**config.mk**
```make
export PLATFORM = sky130hd
export DESIGN_NAME = expansion_bus_phase_sequencer
export DESIGN_NICKNAME = d
export VERILOG_FILES = /design/src/hw/exp_seq_pkg.sv /design/src/hw/phase_timer.sv /design/src/hw/expansion_bus_phase_sequencer.sv
export VERILOG_INCLUDE_DIRS = /design/src /design/src/hw
export SDC_FILE = /design/constraint.sdc
export NUM_CORES = 1
export LEC_CHECK = 0
export BUFFER_PORTS_ARGS = -buffer_cell sky130_fd_sc_hd__buf_4
export CAP_MARGIN = 40
export CELL_PAD_IN_SITES_DETAIL_PLACEMENT = 1
export CELL_PAD_IN_SITES_GLOBAL_PLACEMENT = 2
export CORE_ASPECT_RATIO = 0.7
export CORE_MARGIN = 2
export CORE_UTILIZATION = 35
export CTS_CLUSTER_DIAMETER = 50
export DETAILED_ROUTE_END_ITERATION = 8
export PLACE_DENSITY = 0.79
export SKIP_CTS_REPAIR_TIMING = 1
export SYNTH_ARGS = -nofsm -noshare
export SYNTH_HDL_FRONTEND = slang
export SYNTH_SLANG_ARGS = --single-unit
export TNS_END_PERCENT = 20
```
**constraint.sdc**
```tcl
create_clock -name clk_sys_i -period 3.1 [get_ports clk_sys_i]
set_clock_uncertainty 0.15 [all_clocks]
set_input_delay 0.465 -clock clk_sys_i [delete_from_list [all_inputs] [get_ports clk_sys_i]]
set_output_delay 0.465 -clock clk_sys_i [all_outputs]
set_load 0.005 [all_outputs]
```
**src/hw/exp_seq_defines.svh**
```systemverilog
// Notes on behaviour
// - in multiplexed mode the address latch pulse stays high for 1 to 4 cycles, set by the address phase setting.
// - in multiplexed mode the address is already on the shared lines when the latch pulse rises.
// - after the latch pulse falls the address stays on the lines for exactly one more cycle.
// - in multiplexed mode chip select asserts exactly one cycle after the latch pulse falls.
// - in simplex mode the address is driven 1 to 4 cycles (address phase setting) before chip select.
// - on writes data is driven 1 to 4 cycles (data setup setting) before the write strobe falls.
// - the write strobe stays low 1 to 16 cycles (strobe setting) with write data valid throughout.
// - the strobe setting times read and write strobes alike.
// - after the write strobe rises data stays valid 1 to 4 cycles (hold setting).
// - during hold, chip select, address and write data stay stable for the hold count.
// - successive accesses are separated by a recovery gap of 1 to 16 cycles (recovery setting).
// - every phase count is measured in clock periods of the bus clock.
// - in simplex mode the latch pulse is never used; address and data use separate lines.
`ifndef EXP_SEQ_DEFINES_SVH
`define EXP_SEQ_DEFINES_SVH
`define EXP_ADDR_W     16
`define EXP_DATA_W     16
`define EXP_SHORT_W    2
`define EXP_LONG_W     4
`define EXP_CNT_W      4
`define EXP_LATCH_HOLD 4'h0
`endif

```
**src/hw/exp_seq_pkg.sv**
```systemverilog
package exp_seq_pkg;
  // ==========================================================
  // phase states, one-hot
  typedef enum logic [7:0] {
    ST_IDLE   = 8'b0000_0001,
    ST_LATCH  = 8'b0000_0010,
    ST_LHOLD  = 8'b0000_0100,
    ST_ADDR   = 8'b0000_1000,
    ST_SETUP  = 8'b0001_0000,
    ST_STROBE = 8'b0010_0000,
    ST_HOLD   = 8'b0100_0000,
    ST_RECOV  = 8'b1000_0000
  } phase_t;
endpackage : exp_seq_pkg

```
**src/hw/phase_timer.sv**
```systemverilog
`timescale 1ns/1ns
`include "exp_seq_defines.svh"
module phase_timer (
  input  wire logic                  clk_sys_i,
  input  wire logic                  rstn_i,
  input  wire logic                  load_i,
  input  wire logic [`EXP_CNT_W-1:0] load_val_i,
  output logic                       last_o
);
  typedef struct packed {
    logic [`EXP_CNT_W-1:0] count;
  } timer_state_t;

  timer_state_t cur;
  timer_state_t next_cur;

  // ==========================================================
  // down counter: loaded with n-1 so a phase lasts n clock periods
  always_comb begin
    next_cur = cur;
    if (load_i) begin
      next_cur.count = load_val_i;
    end else if (cur.count != '0) begin
      next_cur.count = cur.count - 1'b1;
    end
  end

  always_ff @(posedge clk_sys_i or negedge rstn_i) begin
    if (!rstn_i) begin
      cur <= '0;
    end else begin
      cur <= next_cur;
    end
  end

  assign last_o = (cur.count == '0);
endmodule : phase_timer

```
**src/hw/expansion_bus_phase_sequencer.sv**
```systemverilog
`timescale 1ns/1ns
`include "exp_seq_defines.svh"
// ==========================================================
// access sequencer: one request, five timed phases (six in multiplexed mode), registered bus pins
module expansion_bus_phase_sequencer (
  input  wire logic                   clk_sys_i,
  input  wire logic                   rstn_i,
  // access request
  input  wire logic                   req_i,
  input  wire logic                   write_i,
  input  wire logic                   simplex_i,
  input  wire logic [`EXP_ADDR_W-1:0] addr_i,
  input  wire logic [`EXP_DATA_W-1:0] wdata_i,
  // phase settings, each field holds count minus one
  input  wire logic [`EXP_SHORT_W-1:0] address_phase_setting_i,
  input  wire logic [`EXP_SHORT_W-1:0] data_setup_phase_setting_i,
  input  wire logic [`EXP_LONG_W-1:0]  strobe_phase_setting_i,
  input  wire logic [`EXP_SHORT_W-1:0] hold_phase_setting_i,
  input  wire logic [`EXP_LONG_W-1:0]  recovery_phase_setting_i,
  // status and read data
  output logic                        busy_o,
  output logic                        done_o,
  output logic [`EXP_DATA_W-1:0]      rdata_o,
  // bus pins
  output logic                        address_latch_pulse_o,
  output logic                        chip_select_n_o,
  output logic                        write_strobe_n_o,
  output logic                        read_strobe_n_o,
  output logic [`EXP_ADDR_W-1:0]      addr_o,
  input  wire logic [`EXP_DATA_W-1:0] data_i,
  output logic [`EXP_DATA_W-1:0]      data_o,
  output logic                        data_oe_o
);
  // ==========================================================
  // all state in one packed record; next_cur is its combinational copy
  typedef struct packed {
    exp_seq_pkg::phase_t          phase;
    logic                         write;
    logic                         simplex;
    logic [`EXP_ADDR_W-1:0]       addr;
    logic [`EXP_DATA_W-1:0]       wdata;
    logic [`EXP_SHORT_W-1:0]      set_setup;
    logic [`EXP_LONG_W-1:0]       set_strobe;
    logic [`EXP_SHORT_W-1:0]      set_hold;
    logic [`EXP_LONG_W-1:0]       set_recov;
    logic                         busy;
    logic                         done;
    logic [`EXP_DATA_W-1:0]       rdata;
    logic                         ale;
    logic                         cs_n;
    logic                         wr_n;
    logic                         rd_n;
    logic [`EXP_ADDR_W-1:0]       addr_pins;
    logic [`EXP_DATA_W-1:0]       data_pins;
    logic                         data_oe;
  } seq_state_t;

  seq_state_t            cur;
  seq_state_t            next_cur;
  // timer load takes count minus one, last marks the final cycle of a phase
  logic                  tmr_load;
  logic [`EXP_CNT_W-1:0] tmr_val;
  logic                  tmr_last;

  // one shared timer: every phase is a count of bus clock periods
  phase_timer u_timer (
    .clk_sys_i  (clk_sys_i),
    .rstn_i     (rstn_i),
    .load_i     (tmr_load),
    .load_val_i (tmr_val),
    .last_o     (tmr_last)
  );

  // ==========================================================
  // phase sequencing; settings are captured at request time so a
  // change mid-access cannot stretch or cut a running phase
  always_comb begin
    logic in_cycle;
    in_cycle = 1'b0;
    next_cur = cur;
    next_cur.done = 1'b0;
    // timer is loaded only on a phase change and runs down on its own otherwise
    tmr_load = 1'b0;
    tmr_val  = '0;
    // requests are looked at only in idle; while busy they are ignored
    case (cur.phase)
      exp_seq_pkg::ST_IDLE: begin
        // capture the whole request so later input changes cannot disturb it
        if (req_i) begin
          next_cur.write      = write_i;
          next_cur.simplex    = simplex_i;
          next_cur.addr       = addr_i;
          next_cur.wdata      = wdata_i;
          next_cur.set_setup  = data_setup_phase_setting_i;
          next_cur.set_strobe = strobe_phase_setting_i;
          next_cur.set_hold   = hold_phase_setting_i;
          next_cur.set_recov  = recovery_phase_setting_i;
          tmr_load = 1'b1;
          tmr_val  = {2'b00, address_phase_setting_i};
          if (simplex_i) begin
            next_cur.phase = exp_seq_pkg::ST_ADDR;
          end else begin
            next_cur.phase = exp_seq_pkg::ST_LATCH;
          end
        end
      end
      exp_seq_pkg::ST_LATCH: begin
        // latch pulse stands for the address phase count
        if (tmr_last) begin
          tmr_load = 1'b1;
          tmr_val  = `EXP_LATCH_HOLD;
          next_cur.phase = exp_seq_pkg::ST_LHOLD;
        end
      end
      exp_seq_pkg::ST_LHOLD, exp_seq_pkg::ST_ADDR: begin
        // one address hold cycle after the pulse, or the simplex address lead
        if (tmr_last) begin
          tmr_load = 1'b1;
          tmr_val  = {2'b00, cur.set_setup};
          next_cur.phase = exp_seq_pkg::ST_SETUP;
        end
      end
      exp_seq_pkg::ST_SETUP: begin
        // select and write data lead the strobe by the setup count
        if (tmr_last) begin
          tmr_load = 1'b1;
          tmr_val  = cur.set_strobe;
          next_cur.phase = exp_seq_pkg::ST_STROBE;
        end
      end
      exp_seq_pkg::ST_STROBE: begin
        // strobe low for the strobe count, reads and writes alike
        if (tmr_last) begin
          tmr_load = 1'b1;
          tmr_val  = {2'b00, cur.set_hold};
          next_cur.phase = exp_seq_pkg::ST_HOLD;
          // sample on the last strobe cycle, data has had the full strobe to settle
          if (!cur.write) begin
            next_cur.rdata = data_i;
          end
        end
      end
      exp_seq_pkg::ST_HOLD: begin
        // select, address and write data held; done marks the end of the transfer
        if (tmr_last) begin
          tmr_load = 1'b1;
          tmr_val  = cur.set_recov;
          next_cur.phase = exp_seq_pkg::ST_RECOV;
          next_cur.done  = 1'b1;
        end
      end
      exp_seq_pkg::ST_RECOV: begin
        // bus quiet for the recovery count before the next request is taken
        if (tmr_last) begin
          next_cur.phase = exp_seq_pkg::ST_IDLE;
        end
      end
      default: begin
        // a broken state code returns to idle rather than locking the bus
        next_cur.phase = exp_seq_pkg::ST_IDLE;
      end
    endcase

    // pin values follow the next phase so every pin comes from a flop
    in_cycle = (next_cur.phase == exp_seq_pkg::ST_SETUP) ||
               (next_cur.phase == exp_seq_pkg::ST_STROBE) ||
               (next_cur.phase == exp_seq_pkg::ST_HOLD);
    // busy covers every phase from the taking edge to the end of recovery
    next_cur.busy = (next_cur.phase != exp_seq_pkg::ST_IDLE);
    next_cur.ale  = (next_cur.phase == exp_seq_pkg::ST_LATCH);
    // chip select spans setup, strobe and hold
    next_cur.cs_n = !in_cycle;
    // strobes fall only in the strobe phase
    next_cur.wr_n = !((next_cur.phase == exp_seq_pkg::ST_STROBE) && next_cur.write);
    next_cur.rd_n = !((next_cur.phase == exp_seq_pkg::ST_STROBE) && !next_cur.write);
    if (next_cur.simplex) begin
      // simplex: address on its own lines from address phase to end of hold
      next_cur.addr_pins = (in_cycle || next_cur.phase == exp_seq_pkg::ST_ADDR) ? next_cur.addr : '0;
      // write data lines are driven only from setup to the end of hold
      next_cur.data_pins = next_cur.wdata;
      next_cur.data_oe   = in_cycle && next_cur.write;
    end else begin
      // multiplexed: address on shared lines through latch and one hold cycle
      next_cur.addr_pins = '0;
      // write data replaces the address once the hold cycle is over
      if ((next_cur.phase == exp_seq_pkg::ST_LATCH) || (next_cur.phase == exp_seq_pkg::ST_LHOLD)) begin
        next_cur.data_pins = next_cur.addr;
        next_cur.data_oe   = 1'b1;
      end else begin
        next_cur.data_pins = next_cur.wdata;
        next_cur.data_oe   = in_cycle && next_cur.write;
      end
    end
  end

  // ==========================================================
  // state register; idle pins are inactive, strobes high
  always_ff @(posedge clk_sys_i or negedge rstn_i) begin
    if (!rstn_i) begin
      // select and strobes idle high so the bus sees no access during reset
      cur       <= '0;
      cur.phase <= exp_seq_pkg::ST_IDLE;
      cur.cs_n  <= 1'b1;
      cur.wr_n  <= 1'b1;
      cur.rd_n  <= 1'b1;
    end else begin
      cur <= next_cur;
    end
  end

  // ==========================================================
  // outputs are plain copies of state flops, no logic after the register
  assign busy_o                = cur.busy;
  assign done_o                = cur.done;
  assign rdata_o               = cur.rdata;
  assign address_latch_pulse_o = cur.ale;
  assign chip_select_n_o       = cur.cs_n;
  assign write_strobe_n_o      = cur.wr_n;
  assign read_strobe_n_o       = cur.rd_n;
  assign addr_o                = cur.addr_pins;
  assign data_o                = cur.data_pins;
  assign data_oe_o             = cur.data_oe;
endmodule : expansion_bus_phase_sequencer

```
==> flow_summary.yaml <==
clock_network:
  cts_root_buf: "clkbuf_16"
  cts_sinks: 113
  insertion_delay_ns: 0.40
  path_clk_slew_ns: 0.06
  htree_levels: 4
  cts_buffer_depth: 2
  cts_tree: "yes"
  cts_made_buffers: 17
sta:
  whs_ns: 0.1376
  finalMaxSlewViolations: 0
  hold_viol: 0
  fin_tns_setup_ns: 0
  max_slew.worst_pin.slew_ns: 0.6578
  period_needed_ns: 2.863
  rsz0062_at_grt: "no"
  fmax_mhz: 349.2
  slew_headroom: 0.5606
  setup-violations-final: 0
  fin_crit_sh: 0.9237
  post-route-worst-setup-slack_ns: 0.2365
grt:
  antenna_found_initial: 0
  met3_usage: 0.04386
  use_met1: 0.2088
  grt_first_pass_wirelength_um: 18710
  grt_pass1_vias: 3564
  use_met2: 0.2447
  grt-ovfl-total: 0
  busiest_layer: "met2"
  grt.total_usage: 0.1570
  grt_max_degree: 92
power_and_ir_drop:
  p_leak_nw: 3.033
  powerDensity_mw_per_mm2: 915.5
  p_total_mw: 5.905
  vdd_ir_drop_max_uv: 423.5
synthesis:
  synth_top_cell_area_share: 0.5438
  avgSynthCellArea_um2: 12.51
  synth_common_cells: "109 x dfrtp_1, 51 x mux2_2, 48 x buf_4"
  async_flop_share: 1.000
  yosys_warnings: 0
  synthTopCellsByArea: "dfrtp_1 54%, mux2_2 11%, buf_4 7.2%, mux2i_1 3.4%, mux2_4 2.7%"
  yosys.area.top_type: "dfrtp_1"
  synth_most_common_cell: "dfrtp_1"
  postSynthCellCount: 401
  synth_ff_type: "dfrtp_1"
  ys_ff_latch: 113
  yosysSeqAreaShare: 0.5647
  synth_edf_count: 0
  synth_cell_types: 51
  netlist_area_mm2: 0.005016
  synth_fp_nets: 469
routing:
  wl_per_cell_um: 16.52
  post-route-drc-count: 0
  vias: 3282
  ant_nets: 0
  drt_iter0_drc: 181
  routed_wl_um: 11500
  viasPerCell: 4.716
  firstDrtPassIters: 4
min_path:
  hp-class: "input port to flop"
setup_path:
  crit_required_ns: 3.24
  critical_path.max_fanout: 33
  start_kind: "flop"
  arrival_ns: 3.01
  critPathKind: "flop to flop"
  critPathCaptureType: "flop"
placed_design:
  gp_congestion: 0.7961
  pre_cts_ws_ns: 0.1745
  hpwl_um: 8079
  numPortBuffers: 121
cells_and_area:
  drive_gt1_frac: 0.4822
  fin_nets: 561
  fillers: 1468
  area_delta_synth_final_pct: 28.59
  num_antenna_cells: 0
floorplanning:
  design.core.area_mm2: 0.01396
  die_w_um: 147.1
  io_pins: 122
  die_y_um: 104.2
  dieArea_mm2: 0.01532
  start_util: 0.3592
  num_rows: 36
outcome:
  status: "completed"
flow_run:
  maxCapViolCount: 0
==> kinds of logic (layout without fill, tap and decap cells) <==
logic type	Yosys count	in the layout	share of synthesized area
AOI/OAI and AO/OA	55	55	0.07484
xor gates and xnor gates	3	3	0.005239
muxes	77	77	0.1754
adders and majority gates	1	1	0.002494
and+or+nand+nor	60	60	0.06859
DFF	113	113	0.5647
buffers and inverters	92	197	0.1088
==> sequential cells by signal, summed over array words and instances, names as in the netlist <==
register               cells
read_strobe_n_o            1
u_timer.cur                4
busy_o                     1
write_strobe_n_o           1
addr_o                    16
data_o                    16
data_oe_o                  1
done_o                     1
rdata_o                   16
chip_select_n_o            1
address_latch_pulse_o      1
cur                       54
==> worst max-delay path: stages, from the launching register on <==
cell     delay (ns)
dfrtp_1        0.44
or4_1          0.65
nor3_4         0.30
buf_4          0.51
mux2i_1        0.31
inv_1          0.11
mux2_4         0.27
==> metal layers <==
layer  up-vias  part of all wire
met5         -                 0
li1       1535                 -
met1      1635              0.47
met3         9             0.056
met4         0            0.0099
met2       103              0.47
==> report_power, final <==
part	leakage [nW]	switching (mW)	total [mW]	internal (mW)
clock	0.266	0.709	1.84	1.13
combinational	1.40	0.860	1.84	0.976
sequential	1.37	0.222	2.23	2.01
total	3.03	1.79	5.91	4.11
==> cell type report <==
cell class | count | area, um^2 | area share
flip-flops and latches | 113 | 2833 | 0.4392
multi-input cells | 196 | 1639 | 0.2541
repair buffers | 141 | 1081 | 0.1676
clock buffers | 18 | 439.2 | 0.06809
well taps | 190 | 237.7 | 0.03686
clock inverters | 14 | 130.1 | 0.02017
inverters | 24 | 90.09 | 0.01397
==> path summary, 6_finish.rpt <==
| check | startpoint | slack, ns | depth (start not counted) | to |
|---|---|---|---|---|
| max | cur[105]$_DFF_PN0_ | 0.24 | 6 | data_o[7]$_DFF_PN0_ |
| min | hold_phase_setting_i[1] | 0.14 | 2 | cur[60]$_DFFE_PN0P_ |
| max reg2reg | cur[105]$_DFF_PN0_ | 0.24 | 6 | data_o[7]$_DFF_PN0_ |
| min reg2reg | cur[73]$_DFF_PN0_ | 0.34 | 1 | cur[73]$_DFF_PN0_ |
| max in group asynchronous | rstn_i | 1.65 | 3 | cur[101]$_DFF_PN1_ |
| min in group asynchronous | rstn_i | 0.34 | 2 | addr_o[9]$_DFF_PN0_ |
==> stage by stage <==
stage                     utilization  std cells  instance area (um^2)
after global routing           0.4619        696                  6450
final                          0.4619        696                  6450
after detailed placement       0.4203        663                  5869
after floorplan                     -        401                  5016
after CTS                      0.4611        695                  6439
after global placement         0.4193        662                  5854
==> cells in the final DEF, fill, tap and decap left out, types with 5 or more instances in the layout <==
cell	synthesis	routed
nor3_1	5	5
a21oi_1	21	21
nor2_1	14	14
dfrtp_1	109	109
clkbuf_16	0	17
inv_1	24	24
mux2_2	51	51
nor2b_1	5	5
mux2i_1	17	17
o21ai_0	6	6
nand2_1	12	12
buf_4	48	138
mux2_4	9	9
clkinvlp_4	0	5
Power figures use the tool's default switching activity.
